--- config.mk ---
export PLATFORM = sky130hd
export DESIGN_NAME = ddsoc_top
export DESIGN_NICKNAME = d
export VERILOG_FILES = /design/src/verilog/ddsoc_pkg.sv /design/src/verilog/ddsoc_top.sv /design/src/verilog/ddsoc_sine_lut.sv
export VERILOG_INCLUDE_DIRS = /design/src /design/src/verilog
export SDC_FILE = /design/constraint.sdc
export NUM_CORES = 1
export LEC_CHECK = 0
export ABC_CLOCK_PERIOD_IN_PS = 3050
export BUFFER_PORTS_ARGS = -buffer_cell sky130_fd_sc_hd__buf_2
export CAP_MARGIN = 10
export CORE_UTILIZATION = 57
export CTS_CLUSTER_SIZE = 16
export DETAILED_ROUTE_END_ITERATION = 10
export GPL_TIMING_DRIVEN = 1
export HOLD_SLACK_MARGIN = 0.03
export PLACE_DENSITY = 0.76
export SYNTH_ARGS = -nofsm -noshare
export SYNTH_HDL_FRONTEND = slang
export SYNTH_SLANG_ARGS = --single-unit
--- constraint.sdc ---
create_clock -name sys_clk -period 3.05 [get_ports sys_clk]
set_input_delay 0.305 -clock sys_clk [delete_from_list [all_inputs] [get_ports sys_clk]]
set_output_delay 0.305 -clock sys_clk [all_outputs]
set_load 0.005 [all_outputs]
--- src/verilog/ddsoc_defs.svh ---
// offsets, field positions, reset values and timing counts of the dds output control block
`ifndef DDSOC_DEFS_SVH
`define DDSOC_DEFS_SVH
`define DDSOC_WORD_W        16
`define DDSOC_ADDR_HI       15
`define DDSOC_ADDR_LO       14
`define DDSOC_ADDR_CTRL     2'h0
`define DDSOC_ADDR_FREQ0    2'h1
`define DDSOC_ADDR_FREQ1    2'h2
`define DDSOC_ADDR_PHASE    2'h3
`define DDSOC_BIT_B28       13
`define DDSOC_BIT_HLB       12
`define DDSOC_BIT_FSEL      11
`define DDSOC_BIT_PSEL      10
`define DDSOC_BIT_RESET     8
`define DDSOC_BIT_CLK_SLEEP 7
`define DDSOC_BIT_DAC_SLEEP 6
`define DDSOC_BIT_OPBIT_EN  5
`define DDSOC_BIT_DIV_SEL   3
`define DDSOC_BIT_WAVE_SEL  1
`define DDSOC_FREQ_W        28
`define DDSOC_PHASE_W       12
`define DDSOC_DAC_W         10
`define DDSOC_LUT_AW        8
`define DDSOC_RESET_LAT     7
`define DDSOC_CTRL_RST_VAL  1'b1
`define DDSOC_MIDSCALE      10'h200
`endif

--- src/verilog/ddsoc_pkg.sv ---
// types shared by the dds output control block
package ddsoc_pkg;
  `include "ddsoc_defs.svh"
  typedef struct packed {
    logic accum_reset;
    logic clock_sleep;
    logic dac_sleep;
    logic bit_output_enable;
    logic msb_divide_select;
    logic wave_select;
  } ddsoc_ctrl_s;
  typedef struct packed {
    logic [`DDSOC_WORD_W-1:0] data;
    logic                     valid;
  } ddsoc_word_s;
  typedef enum logic [1:0] {DDSOC_SRC_SINE, DDSOC_SRC_RAMP, DDSOC_SRC_MSB, DDSOC_SRC_MSB_HALF} ddsoc_src_e;
endpackage

--- src/verilog/ddsoc_top.sv ---
// dds output control bits: control word capture, accumulator path and output pin select
// Notes on behaviour
// - reset field one holds accumulator path at zero, output at midscale.
// - clock-sleep one stops accumulation, output holds its value.
// - clock-sleep zero keeps the accumulator path clocked.
// - dac-sleep one powers the dac down.
// - dac-sleep zero keeps the dac powered.
// - bit-output enable one drives pin with msb or msb divided by two.
// - bit-output enable zero holds pin low, signal on dac only; wave select picks sine or ramp.
// - bit-output enable and divide select one pass msb directly.
// - bit-output enable with divide select zero outputs msb halved in frequency.
// - wave select one bypasses sine table, ramp output.
// - wave select zero feeds phase through the sine table.
// - word with top two bits zero is a control word write.
// - output signal appears seven cycles after reset field clears.
// - reset field clears only accumulator path, not frequency, phase, control.
// - writes accepted during clock sleep, seen after clocking resumes.
`timescale 1ns/1ps
`include "ddsoc_defs.svh"
module ddsoc_top
  import ddsoc_pkg::*;
(
  // clock, reset, enable
  input  wire logic                                 sys_clk,
  input  wire logic                                 nrst,
  input  wire logic                                 ce,
  // complete 16-bit words from the serial front end
  input  ddsoc_pkg::ddsoc_word_s                    word_in,
  // pin and analog side
  output logic                                      output_pin,
  output logic [9:0]                                dac_code,
  output logic                                      dac_power_down,
  // status
  output ddsoc_pkg::ddsoc_ctrl_s                    ctrl_out,
  output logic                                      accum_in_reset
);
  import ddsoc_pkg::*;

  ddsoc_ctrl_s            ctrl_r, ctrl_nxt;
  logic [27:0]            freq0_r, freq0_nxt, freq1_r, freq1_nxt;
  logic [11:0]            ph0_r, ph0_nxt, ph1_r, ph1_nxt;
  logic                   b28_r, b28_nxt, hlb_r, hlb_nxt, fsel_r, fsel_nxt, psel_r, psel_nxt;
  logic                   lsb_pend_r, lsb_pend_nxt;
  logic [13:0]            lsb_hold_r, lsb_hold_nxt;
  logic [27:0]            acc_r, acc_nxt;
  logic [11:0]            phs_r, phs_nxt;
  logic [2:0]             lat_r, lat_nxt;
  logic                   ramp_r, ramp_nxt, live_r, live_nxt;
  logic [9:0]             lut_q, dac_nxt;
  logic                   msb_r, msb_nxt, half_r, half_nxt, pin_nxt;
  logic [1:0]             addr;
  logic [15:0]            w;
  ddsoc_src_e             src;
  logic                   run;

  assign w    = word_in.data;
  assign addr = w[`DDSOC_ADDR_HI:`DDSOC_ADDR_LO];

  // register file: only whole words arrive here, so no field sees a half-shifted value
  always_comb begin
    ctrl_nxt     = ctrl_r;
    freq0_nxt    = freq0_r;
    freq1_nxt    = freq1_r;
    ph0_nxt      = ph0_r;
    ph1_nxt      = ph1_r;
    b28_nxt      = b28_r;
    hlb_nxt      = hlb_r;
    fsel_nxt     = fsel_r;
    psel_nxt     = psel_r;
    lsb_pend_nxt = lsb_pend_r;
    lsb_hold_nxt = lsb_hold_r;
    if (word_in.valid) begin
      case (addr)
        `DDSOC_ADDR_CTRL: begin
          b28_nxt                    = w[`DDSOC_BIT_B28];
          hlb_nxt                    = w[`DDSOC_BIT_HLB];
          fsel_nxt                   = w[`DDSOC_BIT_FSEL];
          psel_nxt                   = w[`DDSOC_BIT_PSEL];
          ctrl_nxt.accum_reset       = w[`DDSOC_BIT_RESET];
          ctrl_nxt.clock_sleep       = w[`DDSOC_BIT_CLK_SLEEP];
          ctrl_nxt.dac_sleep         = w[`DDSOC_BIT_DAC_SLEEP];
          ctrl_nxt.bit_output_enable = w[`DDSOC_BIT_OPBIT_EN];
          ctrl_nxt.msb_divide_select = w[`DDSOC_BIT_DIV_SEL];
          ctrl_nxt.wave_select       = w[`DDSOC_BIT_WAVE_SEL];
          lsb_pend_nxt               = 1'b0;
        end
        `DDSOC_ADDR_FREQ0, `DDSOC_ADDR_FREQ1: begin
          if (b28_r && !lsb_pend_r) begin
            lsb_pend_nxt = 1'b1;
            lsb_hold_nxt = w[13:0];
          end else if (b28_r) begin
            lsb_pend_nxt = 1'b0;
            if (addr == `DDSOC_ADDR_FREQ0) freq0_nxt = {w[13:0], lsb_hold_r};
            else freq1_nxt = {w[13:0], lsb_hold_r};
          end else if (addr == `DDSOC_ADDR_FREQ0) begin
            freq0_nxt = hlb_r ? {w[13:0], freq0_r[13:0]} : {freq0_r[27:14], w[13:0]};
          end else begin
            freq1_nxt = hlb_r ? {w[13:0], freq1_r[13:0]} : {freq1_r[27:14], w[13:0]};
          end
        end
        `DDSOC_ADDR_PHASE: begin
          if (w[13]) ph1_nxt = w[11:0];
          else ph0_nxt = w[11:0];
        end
        default: begin
          ctrl_nxt = ctrl_r;
        end
      endcase
    end
  end

  // control registers come out of reset with the accumulator reset field set
  always_ff @(posedge sys_clk or negedge nrst) begin
    if (!nrst) begin
      ctrl_r     <= '0;
      ctrl_r.accum_reset <= `DDSOC_CTRL_RST_VAL;
      freq0_r    <= '0;
      freq1_r    <= '0;
      ph0_r      <= '0;
      ph1_r      <= '0;
      b28_r      <= 1'b0;
      hlb_r      <= 1'b0;
      fsel_r     <= 1'b0;
      psel_r     <= 1'b0;
      lsb_pend_r <= 1'b0;
      lsb_hold_r <= '0;
    end else if (ce) begin
      ctrl_r     <= ctrl_nxt;
      freq0_r    <= freq0_nxt;
      freq1_r    <= freq1_nxt;
      ph0_r      <= ph0_nxt;
      ph1_r      <= ph1_nxt;
      b28_r      <= b28_nxt;
      hlb_r      <= hlb_nxt;
      fsel_r     <= fsel_nxt;
      psel_r     <= psel_nxt;
      lsb_pend_r <= lsb_pend_nxt;
      lsb_hold_r <= lsb_hold_nxt;
    end
  end

  // internal clock gate modelled as an enable; register writes above stay live during sleep
  assign run = !ctrl_r.clock_sleep;

  // accumulator path: reset clears only this state, never the registers above
  always_comb begin
    acc_nxt  = acc_r;
    phs_nxt  = phs_r;
    ramp_nxt = ramp_r;
    lat_nxt  = lat_r;
    live_nxt = live_r;
    if (ctrl_r.accum_reset) begin
      acc_nxt  = '0;
      phs_nxt  = '0;
      ramp_nxt = 1'b0;
      lat_nxt  = '0;
      live_nxt = 1'b0;
    end else if (run) begin
      acc_nxt  = acc_r + (fsel_r ? freq1_r : freq0_r);
      phs_nxt  = acc_r[27:16] + (psel_r ? ph1_r : ph0_r);
      ramp_nxt = ctrl_r.wave_select;
      // output released a fixed seven cycles after reset clears
      if (lat_r != 3'(`DDSOC_RESET_LAT - 1)) lat_nxt = lat_r + 3'h1;
      live_nxt = (lat_r == 3'(`DDSOC_RESET_LAT - 1));
    end
  end

  always_ff @(posedge sys_clk or negedge nrst) begin
    if (!nrst) begin
      acc_r  <= '0;
      phs_r  <= '0;
      ramp_r <= 1'b0;
      lat_r  <= '0;
      live_r <= 1'b0;
    end else if (ce) begin
      acc_r  <= acc_nxt;
      phs_r  <= phs_nxt;
      ramp_r <= ramp_nxt;
      lat_r  <= lat_nxt;
      live_r <= live_nxt;
    end
  end

  ddsoc_sine_lut u_lut (
    .sys_clk (sys_clk),
    .ce      (ce && run),
    .addr    (phs_r[11:4]),
    .data    (lut_q)
  );

  // output selection; a ramp bypasses the table, a sine uses it
  always_comb begin
    if (ctrl_r.bit_output_enable) begin
      src = ctrl_r.msb_divide_select ? DDSOC_SRC_MSB : DDSOC_SRC_MSB_HALF;
    end else begin
      src = ramp_r ? DDSOC_SRC_RAMP : DDSOC_SRC_SINE;
    end
    dac_nxt  = dac_code;
    msb_nxt  = msb_r;
    half_nxt = half_r;
    pin_nxt  = output_pin;
    if (!live_r) begin
      dac_nxt  = `DDSOC_MIDSCALE;
      msb_nxt  = 1'b0;
      half_nxt = 1'b0;
      pin_nxt  = 1'b0;
    end else if (run) begin
      dac_nxt = ramp_r ? phs_r[11:2] : lut_q;
      msb_nxt = dac_nxt[9];
      if (msb_nxt && !msb_r) half_nxt = !half_r;
      case (src)
        DDSOC_SRC_MSB:      pin_nxt = msb_nxt;
        DDSOC_SRC_MSB_HALF: pin_nxt = half_nxt;
        default:            pin_nxt = 1'b0;
      endcase
    end
  end

  always_ff @(posedge sys_clk or negedge nrst) begin
    if (!nrst) begin
      dac_code       <= `DDSOC_MIDSCALE;
      msb_r          <= 1'b0;
      half_r         <= 1'b0;
      output_pin     <= 1'b0;
      dac_power_down <= 1'b0;
      ctrl_out       <= '0;
      accum_in_reset <= 1'b1;
    end else if (ce) begin
      dac_code       <= dac_nxt;
      msb_r          <= msb_nxt;
      half_r         <= half_nxt;
      output_pin     <= pin_nxt;
      dac_power_down <= ctrl_r.dac_sleep;
      ctrl_out       <= ctrl_r;
      accum_in_reset <= ctrl_r.accum_reset;
    end
  end

  // checks
  property p_ctrl_write;
    @(posedge sys_clk) disable iff (!nrst)
    (ce && word_in.valid && addr == `DDSOC_ADDR_CTRL) |=> ctrl_r.accum_reset == $past(w[`DDSOC_BIT_RESET]);
  endproperty
  a_ctrl_write: assert property (p_ctrl_write) else $error("control word not captured");

  property p_no_ctrl_other;
    @(posedge sys_clk) disable iff (!nrst)
    (ce && word_in.valid && addr != `DDSOC_ADDR_CTRL) |=> $stable(ctrl_r);
  endproperty
  a_no_ctrl_other: assert property (p_no_ctrl_other) else $error("non-control word changed control");

  property p_reset_mid;
    @(posedge sys_clk) disable iff (!nrst)
    (ce && ctrl_r.accum_reset) |=> ##1 (dac_code == `DDSOC_MIDSCALE || !$past(ce));
  endproperty
  a_reset_mid: assert property (p_reset_mid) else $error("output not midscale in reset");

  property p_sleep_hold;
    @(posedge sys_clk) disable iff (!nrst)
    (ce && ctrl_r.clock_sleep && !ctrl_r.accum_reset && live_r) |=> $stable(acc_r);
  endproperty
  a_sleep_hold: assert property (p_sleep_hold) else $error("accumulator moved in sleep");

  property p_run_acc;
    @(posedge sys_clk) disable iff (!nrst)
    (ce && run && !ctrl_r.accum_reset) |=> acc_r == $past(acc_r) + $past(fsel_r ? freq1_r : freq0_r);
  endproperty
  a_run_acc: assert property (p_run_acc) else $error("accumulator not advancing");

  property p_pd;
    @(posedge sys_clk) disable iff (!nrst)
    ce |=> dac_power_down == $past(ctrl_r.dac_sleep);
  endproperty
  a_pd: assert property (p_pd) else $error("dac power-down mismatch");

  property p_latency;
    @(posedge sys_clk) disable iff (!nrst)
    (ce && ctrl_r.accum_reset) ##1 (ce && !ctrl_r.accum_reset && run)[*7] |=> live_r;
  endproperty
  a_latency: assert property (p_latency) else $error("output not live after seven cycles");

  property p_keep_freq;
    @(posedge sys_clk) disable iff (!nrst)
    (ce && ctrl_r.accum_reset && !word_in.valid) |=> $stable(freq0_r) && $stable(freq1_r);
  endproperty
  a_keep_freq: assert property (p_keep_freq) else $error("reset touched frequency");

  property p_msb_pass;
    @(posedge sys_clk) disable iff (!nrst)
    (ce && live_r && run && ctrl_r.bit_output_enable && ctrl_r.msb_divide_select) |=> output_pin == dac_code[9];
  endproperty
  a_msb_pass: assert property (p_msb_pass) else $error("msb not passed to pin");

  property p_msb_half;
    @(posedge sys_clk) disable iff (!nrst)
    (ce && live_r && run && ctrl_r.bit_output_enable && !ctrl_r.msb_divide_select) |=> output_pin == half_r;
  endproperty
  a_msb_half: assert property (p_msb_half) else $error("halved msb not on pin");
endmodule

--- src/verilog/ddsoc_sine_lut.sv ---
// quarter-free sine lookup table, registered read data
`timescale 1ns/1ps
module ddsoc_sine_lut (
  // clock and enable
  input  wire logic       sys_clk,
  input  wire logic       ce,
  // read port
  input  wire logic [7:0] addr,
  output logic      [9:0] data
);
  logic [9:0] rom [0:255];
  // table built at elaboration by a parabolic sine approximation, no file read
  genvar i;
  generate
    for (i = 0; i < 256; i++) begin : g_rom
      localparam int X = (i < 128) ? i : i - 128;
      localparam int A = (X * (128 - X) * 511) / 4096;
      assign rom[i] = (i < 128) ? 10'(512 + A) : 10'(511 - A);
    end
  endgenerate
  // read data registered
  always_ff @(posedge sys_clk) begin
    if (ce) begin
      data <= rom[addr];
    end
  end
endmodule

* Word level (Yosys, flattened, before mapping)
Memory sizes are Yosys's and may differ from the RTL's. A register that Yosys moved wholly into a read port is not among the register bits.
Cells that the tools add are included.
W data, S select, Z words.
** Cells by class
- Multipliers :: 0
- Bitwise operators :: 4
- Reduce and logical (&&, ||, !) cells :: 24
- Div/mod/pow operators :: 0
- Order comparisons :: 0
- Multiplexer cells :: 37
- $add $sub $neg :: 3
- Equal/unequal tests :: 11
- Shifts and indexed selects :: 0
** Operator list (count)
- $mux W28 :: 10
- $mux W12 :: 3
- $mux W10 :: 3
- $add A28 B28 Y28 :: 1
- $reduce_and A6 Y1 :: 4
- $reduce_and A4 Y1 :: 4
- $mux W1 :: 15
- $add A12 B12 Y12 :: 1
- $mux W3 :: 3
- $not A8 Y9 :: 1
- $eq A2 B2 Y1 const B :: 4
- $ne A3 B3 Y1 const B :: 2
- $reduce_and A3 Y1 :: 2
- $reduce_bool A2 Y1 :: 3
- $logic_not A1 Y1 :: 4
- $ne A2 B2 Y1 const B :: 2
- $pmux W1 S2 :: 2
- $reduce_and A2 Y1 :: 2
- $add A3 B1 Y3 const B :: 1
- $eq A3 B3 Y1 const B :: 1
- $logic_and A1 B1 Y1 :: 3
- $not A1 Y1 :: 3
- $eq A2 B1 Y1 const B :: 1
- $logic_not A2 Y1 :: 1
- other kinds (3) :: 3
** Word-level totals
- Input bits :: 20
- Memory bits (read-only) :: 2560
- Word-level logic and storage cells :: 114
- Output and inout port bits :: 19
- Bits in latches :: 0
- Memories :: 1
- RAM bits :: 0
- Bits in registers :: 170
** Memory list
- (name not given) :: depth 256, width 10, read ports 1, clocked after Yosys merged registers in 1, wr ports 0, line ddsoc_sine_lut.sv:24 : data <= rom[addr];

* Depth between registers and ports, before layout
Gate-level depths: netlist of the first run.
- Depth in word-level cells :: 6
- Gate-level depth with buffers :: 12

* Cells and area by module
A second synthesis of the first run with hierarchy kept.
** Unflattened totals
- Cell total of the unflattened synthesis :: 1232
- Area total of the unflattened synthesis :: 11726.2 um^2
** By module, submodules not included
- ddsoc_top :: times used 1, cells each 827, seq. area each 4207.8 um^2, area each 8922.3 um^2
- ddsoc_sine_lut :: times used 1, cells each 405, seq. area each 300.3 um^2, area each 2803.9 um^2

* Worst setup path before layout of the first run
No wires, ideal clock.
- Kind :: flip-flop to flip-flop
- Start point :: register fsel_r
- End point :: register acc_r[24]
- Buffers on the path :: 3
- Slack :: -0.144 ns
- Cell stages (with the launch flop) :: 13
- Setup time :: 0.121 ns
- Arrival time :: 3.073 ns
- Cell sequence :: dfrtp_1 -> clkbuf_1 -> buf_1 -> mux2_2 -> ha_1 -> buf_2 -> a21oi_1 -> o21ai_1 -> a221o_1 -> a221oi_1 -> o31ai_1 -> xor2_1 -> a22o_1
** Between the ends
- Cells in the longest elaborated chain, start to end :: 4
** RTL lines
- start: declaration :: line ddsoc_top.sv:42 : logic b28_r, b28_nxt, hlb_r, hlb_nxt, fsel_r, fsel_nxt, psel_r, psel_nxt;
- start signal: assignment :: line ddsoc_top.sv:135 : fsel_r <= fsel_nxt;
- $mux W28 :: line ddsoc_top.sv:159 : acc_nxt = acc_r + (fsel_r ? freq1_r : freq0_r);
- $add A28 B28 Y28 :: line ddsoc_top.sv:159
- $mux W28 :: line ddsoc_top.sv:158 : end else if (run) begin
- $mux W28 :: line ddsoc_top.sv:152 : if (ctrl_r.accum_reset) begin
- end signal: assignment :: line ddsoc_top.sv:176 : acc_r <= acc_nxt;
- end: declaration :: line ddsoc_top.sv:45 : logic [27:0] acc_r, acc_nxt;
Every way passes these cells. The select of a mux whose other input is x is not followed.
A chain may end at the register's enable or synchronous reset.

* Final worst setup path of the first run
Same ends and word-level chain as after synthesis.

==> results of run 1 <==
## cells by family (layout without fill, tap and decap cells)
group,after synthesis,after routing
other cells,0,1
compound gates,371,371
mux,142,142
xor+xnor,28,28
simple gates,341,341
flops,178,178
fa+ha+maj,52,52
buf+inv,108,139
## cells in the final DEF, fill, tap and decap left out, types with 16 or more instances in the layout
cell type,instances
o21ai_1,20
inv_1,21
mux2i_1,19
nor3_1,18
mux2_2,110
dfrtp_1,162
buf_4,41
clkbuf_16,17
a22oi_1,16
buf_2,37
nor2_1,92
ha_1,49
o21ai_0,99
a21oi_1,107
a21o_1,18
nand3_1,28
nand2_1,121
## metrics by stage
stage	worst slack [ns]	instances	util [%]	area (µm²)	hold slack [ns]
2_1_floorplan	0.129	1220	-	11300	0.00941
3_3_place_gp	0.145	1483	61.0	11900	0.203
3_5_place_dp	0.0964	1483	61.0	11900	0.208
4_1_cts	0.0634	1516	64.1	12500	0.162
5_1_grt	0.00673	1516	64.2	12500	0.170
6_report	0.171	1517	64.2	12500	0.173
## where the power goes
group          leakage, nW  switching [mW]  internal [mW]  total (mW)
Sequential            2.17           0.786           3.33        4.12
Combinational         2.94            4.76           3.53        8.29
Clock                0.296            1.03           1.19        2.22
## how the worst max path moves through the flow
stage                     cells past startpoint    from         to
after global routing                         10  fsel_r  acc_r[27]
after CTS                                    11  fsel_r  acc_r[24]
after floorplan                              12  fsel_r  acc_r[24]
after global placement                       11  fsel_r  acc_r[24]
after detailed placement                     11  fsel_r  acc_r[24]
final                                        10  fsel_r  acc_r[24]
## flip-flops by register name, indices dropped and copies added, names as in the netlist, 3 cells and up
| register | cells |
|---|---|
| acc_r | 28 |
| ctrl_out | 6 |
| ctrl_r | 6 |
| dac_code | 10 |
| freq0_r | 28 |
| freq1_r | 28 |
| lat_r | 3 |
| lsb_hold_r | 14 |
| ph0_r | 12 |
| ph1_r | 12 |
| phs_r | 10 |
| u_lut.data | 10 |
## timing repair
action | in CTS | in global routing
endpoints found under the setup margin | 0 | 5
resized for setup | 0 | 5
hold endpoints to repair | 28 | 0
hold buffers | 1 | 0
## metal layers
| metal | vias up | routed length [µm] | share of wire [%] |
|---|---|---|---|
| met2 | 361 | 14400 | 48 |
| li1 | 4520 | - | - |
| met1 | 4684 | 12700 | 42 |
| met5 | - | 0 | 0 |
| met3 | 74 | 1750 | 5.9 |
| met4 | 0 | 1040 | 3.5 |
## worst reg2reg max path, cell delays in order (launching register included)
cell,delay (ns)
dfrtp_1,0.41
buf_12,0.18
mux2_2,0.37
ha_1,0.34
a21oi_1,0.21
o21ai_1,0.12
a221o_1,0.37
a221oi_1,0.27
o31ai_1,0.13
xor2_1,0.16
a22o_1,0.20
## cell type report
| type | instances | area (µm²) | area share [%] |
|---|---|---|---|
| flip-flops and latches | 178 | 4510 | 36.1 |
| clock buffers | 18 | 439 | 3.51 |
| clock inverters | 14 | 160 | 1.28 |
| inverters | 23 | 86.3 | 0.690 |
| multi-input cells | 934 | 6380 | 51.0 |
| diodes | 1 | 2.50 | 0.0200 |
| repair buffers | 84 | 594 | 4.75 |
| well taps | 265 | 332 | 2.65 |
==> flow_metrics.py, run 1 <==
metrics = {
    "synthesis": {
        "yosys.cell_count.top_type": "dfrtp_1",
        "synth_compound_area_share_pct": 20.0,
        "synthTopCellsByArea": "dfrtp_1 36%, mux2_2 11%, ha_1 5.6%",
        "async_reset_ff_share_pct": 94.4,
        "synthFlopType": "dfrtp_1",
        "yosysWarnings": 0,
        "synthSimpleGateAreaFrac_pct": 14.0,
        "synthXorXnorAreaFrac_pct": 2.17,
        "synth_mux_area_share_pct": 14.2,
        "synth_top_family_by_area": "compound AO/OA/AOI/OAI gates",
        "ys_ff_latch": 178,
        "syn_area_um2": 11300,
        "synthAdderAreaFrac_pct": 5.82,
        "synth_top_area_cell": "dfrtp_1",
        "synth_nets": 1292,
        "synth_edf_count": 10,
        "yosys.area.top_type_share_pct": 36.5,
        "synth_common_cells": "165 x dfrtp_1, 121 x nand2_1, 110 x mux2_2",
        "syn_inst": 1220,
        "yosys.cell_types.count": 70,
        "avgSynthCellArea_um2": 9.27,
        "yosysSeqAreaShare_pct": 39.8,
    },
    "floorplan": {
        "die_w_um": 143,
        "die-area_um2": 20400,
        "die_h_um": 143,
        "core_area_um2": 19500,
        "ios": 39,
        "initial_core_util_pct": 58.1,
        "placementRows": 51,
    },
    "sta": {
        "hold_violations": 0,
        "rsz0062_at_grt": "no",
        "fin_crit_ns": 2.88,
        "report.final.setup_viol": 0,
        "fmax_ghz": 0.347,
        "finalSetupTns_ns": 0,
        "tightestPinTransition_ns": 0.985,
        "fin_worst_skew_ns": 0.0131,
        "slew_headroom_pct": 34.3,
        "maxSlewViolCount": 0,
        "finalCritPeriodShare_pct": 94.4,
    },
    "global_route": {
        "track_usage_pct": 30.6,
        "grt_max_degree": 99,
        "grtUsageMet3_pct": 4.93,
        "use_met1_pct": 40.2,
        "grt-busiest-layer": "met2",
        "grt_pass1_wl_um": 48200,
        "grt_overflow": 0,
        "antenna_found_initial": 0,
        "grt_pass1_vias": 9267,
        "grt_use_met2_pct": 50.0,
    },
    "placed_design": {
        "routabilityCongestion": 0.980,
        "hpwlAfterDp_um": 21100,
        "port_buffers": 38,
    },
    "critical_path": {
        "crit_family": "compound AO/OA/AOI/OAI gates",
        "crit_fanout": 19,
        "end_kind": "register",
        "reg2reg_depth": 10,
        "timing.rr.end": "acc_r[24]",
        "cp_num_buf_inv": 1,
        "cpMaxStageDelayCell": "dfrtp_1",
        "ff2ff_setup_slack_ns": 0.17,
        "crit_chain": "buf_12 -> mux2_2 -> ha_1 -> a21oi_1 -> o21ai_1 -> a221o_1 -> a221oi_1 -> o31ai_1 -> xor2_1 -> a22o_1",
        "path_class": "reg -> reg",
        "cpPeakStageDelay_ns": 0.41,
        "worstPathRequired_ns": 3.37,
        "timing.rr.start": "fsel_r",
        "critical_path_arrival_ns": 3.20,
        "worst_setup_path_start_kind": "register",
    },
    "cts": {
        "cts_buffers": 17,
        "htree_num_levels": 4,
        "clockBufferDepth": 2,
        "clock-sinks": 178,
        "cts_tree": "yes",
        "cts.clk_slew.worst_paths_ns": 0.07,
        "cts-root-buf": "clkbuf_16",
        "clk_latency_ns": 0.44,
        "post_cts_buffers": 0,
    },
    "detailed_routing": {
        "vias": 9639,
        "wl_um": 29800,
        "drc_errors": 0,
        "viasPerCell": 6.35,
        "initialDrtViolationCount": 803,
        "postRouteAntennaNets": 0,
        "routedWlPerCell_um": 19.7,
        "firstDrtPassIters": 8,
    },
    "outcome": {
        "status": "finished, final reports clean",
    },
    "final_layout": {
        "drive_above_1_share_pct": 19.8,
        "fill_cells": 1526,
        "area_growth_pct": 10.5,
        "nets": 1310,
    },
    "power_and_ir_drop": {
        "power_density_nw_per_um2": 1170,
        "power_mw": 14.6,
        "ir_worst_vdd_uv": 730,
        "cellLeakagePower_nw": 5.41,
    },
    "hold_path": {
        "whs_path_depth": 2,
        "whs_endpoint": "lsb_hold_r[12]",
        "worstHoldPathType": "in -> reg",
        "min_from": "word_in[13]",
    },
    "run": {
        "drv_cap": 0,
    },
}
(Power assumes the default switching activity.)
==> run 2, diff against run 1 <==
SETUP_SLACK_MARGIN = 0.4   (was default)
==> flow_metrics.py, run 2 (synthesis results as in run 1) <==
metrics = {
    "outcome": {
        "status": "finished, final reports clean",
    },
    "placed_design": {
        "port_buffers": 38,
        "routabilityCongestion": 0.955,
        "hpwlAfterDp_um": 21200,
    },
    "critical_path": {
        "timing.rr.end": "acc_r[27]",
        "cp_num_buf_inv": 1,
        "ff2ff_setup_slack_ns": 0.23,
        "critical_path_arrival_ns": 3.14,
        "crit_family": "simple AND/OR/NAND/NOR gates",
        "worst_setup_path_start_kind": "register",
        "timing.rr.start": "fsel_r",
        "cpMaxStageDelayCell": "dfrtp_2",
        "crit_fanout": 6,
        "cpPeakStageDelay_ns": 0.51,
        "crit_chain": "buf_6 -> mux2_2 -> ha_4 -> a21oi_4 -> nor2b_1 -> nor3_1 -> o21ai_1 -> or2_1 -> a22o_1 -> or3_1",
        "end_kind": "register",
        "path_class": "reg -> reg",
        "reg2reg_depth": 10,
        "worstPathRequired_ns": 3.37,
    },
    "sta": {
        "fmax_ghz": 0.354,
        "hold_violations": 0,
        "fin_crit_ns": 2.82,
        "tightestPinTransition_ns": 1.07,
        "fin_worst_skew_ns": 0.0112,
        "finalCritPeriodShare_pct": 92.6,
        "rsz0062_at_grt": "yes",
        "report.final.setup_viol": 0,
        "finalSetupTns_ns": 0,
        "slew_headroom_pct": 28.7,
        "maxSlewViolCount": 0,
        "holdWs_ns": 0.146,
    },
    "final_layout": {
        "antennaDiodeCount": 0,
        "multiInputGateArea_um2": 7040,
        "fill_cells": 1378,
        "seq_area_um2": 4520,
        "mostFrequentLayoutCell": "dfrtp_1",
        "drive_above_1_share_pct": 28.4,
        "area_growth_pct": 18.8,
        "nets": 1344,
        "final_cell_mix": "160 x dfrtp_1, 119 x nand2_1, 99 x mux2_2, 92 x o21ai_0, 90 x a21oi_1",
        "biggestRegsByFlops": "acc_r: 28 flops, freq0_r: 28 flops, freq1_r: 28 flops",
    },
    "detailed_routing": {
        "initialDrtViolationCount": 946,
        "wl_um": 32700,
        "postRouteAntennaNets": 0,
        "viasPerCell": 6.42,
        "firstDrtPassIters": 6,
        "drc_errors": 0,
        "routedWlPerCell_um": 21.1,
        "vias": 9954,
    },
    "floorplan": {
        "ios": 39,
        "core_area_um2": 19500,
        "initial_core_util_pct": 58.1,
        "placementRows": 51,
        "die-area_um2": 20400,
        "die_w_um": 143,
        "die_h_um": 143,
    },
    "run": {
        "drv_cap": 0,
    },
    "cts": {
        "clk_latency_ns": 0.45,
        "cts-root-buf": "clkbuf_16",
        "cts_tree": "yes",
        "clock-sinks": 178,
        "cts.clk_slew.worst_paths_ns": 0.07,
        "htree_num_levels": 4,
        "cts_buffers": 17,
        "clockBufferDepth": 2,
    },
    "global_route": {
        "track_usage_pct": 31.0,
        "grt_overflow": 0,
        "grt_pass1_vias": 9276,
        "grt_pass1_wl_um": 48400,
        "grt_max_degree": 78,
        "antenna_found_initial": 0,
    },
    "power_and_ir_drop": {
        "cellLeakagePower_nw": 5.63,
        "power_density_nw_per_um2": 1220,
        "ir_worst_vdd_uv": 845,
    },
    "hold_path": {
        "whs_endpoint": "lsb_hold_r[12]",
        "whs_path_depth": 2,
        "worstHoldPathType": "in -> reg",
        "min_from": "word_in[13]",
    },
}
run 2: layer usage:
metal	vias up	global-route usage, %	share of wire, %
met1	4856	40.5	41
met5	-	0	0
li1	4570	-	-
met4	0	14.2	3.8
met3	88	4.43	6.0
met2	440	51.0	49
run 2: final cells by class:
class | instances | share of cell area, %
clock inverter | 14 | 1.22
multi-input combinational | 934 | 52.4
timing repair buffer | 118 | 6.40
sequential | 178 | 33.6
tap | 265 | 2.47
inverter | 23 | 0.670
clock buffer | 18 | 3.27
run 2: worst max path at each step:
stage / slack [ns] / cells past startpoint / from / to
floorplan: 0.33 / 12 / fsel_r / acc_r[24]
global placement: 0.22 / 10 / fsel_r / acc_r[22]
detailed placement: 0.17 / 10 / fsel_r / acc_r[27]
CTS: 0.37 / 9 / fsel_r / acc_r[27]
global route: 0.15 / 10 / fsel_r / acc_r[20]
finish: 0.23 / 10 / fsel_r / acc_r[27]
run 2: where the power goes:
part           switching, mW  internal (mW)
sequential             0.854           3.34
clock                   1.06           1.19
combinational           5.45           4.47
run 2: timing repair:
item | 4_1_cts | 5_1_grt
endpoints found under the hold margin | 71 | 0
setup endpoints to repair | 18 | 24
pin swaps | 4 | 51
setup buffers | 6 | 25
hold buffers | 1 | 0
gates resized for setup | 50 | 90
cloned | 1 | 1
run 2: stage by stage:
| stage | cell area, µm² | worst slack [ns] | instances | util [%] | total power, mW |
|---|---|---|---|---|---|
| detailed placement | 11900 | 0.170 | 1484 | 60.9 | 12.2 |
| floorplan | 11400 | 0.333 | 1220 | - | 10.0 |
| global route | 13400 | 0.153 | 1550 | 69.0 | 17.4 |
| CTS | 12700 | 0.370 | 1524 | 65.4 | 14.9 |
| finish | 13400 | 0.226 | 1550 | 69.0 | 16.4 |
| global placement | 11900 | 0.222 | 1484 | 60.9 | 12.0 |
run 2: worst reg2reg max path, cell delays in order (launching register included):
cell and delay [ns]:
dfrtp_2 0.51, buf_6 0.18, mux2_2 0.40, ha_4 0.27
a21oi_4 0.18, nor2b_1 0.07, nor3_1 0.19, o21ai_1 0.12
or2_1 0.27, a22o_1 0.20, or3_1 0.31
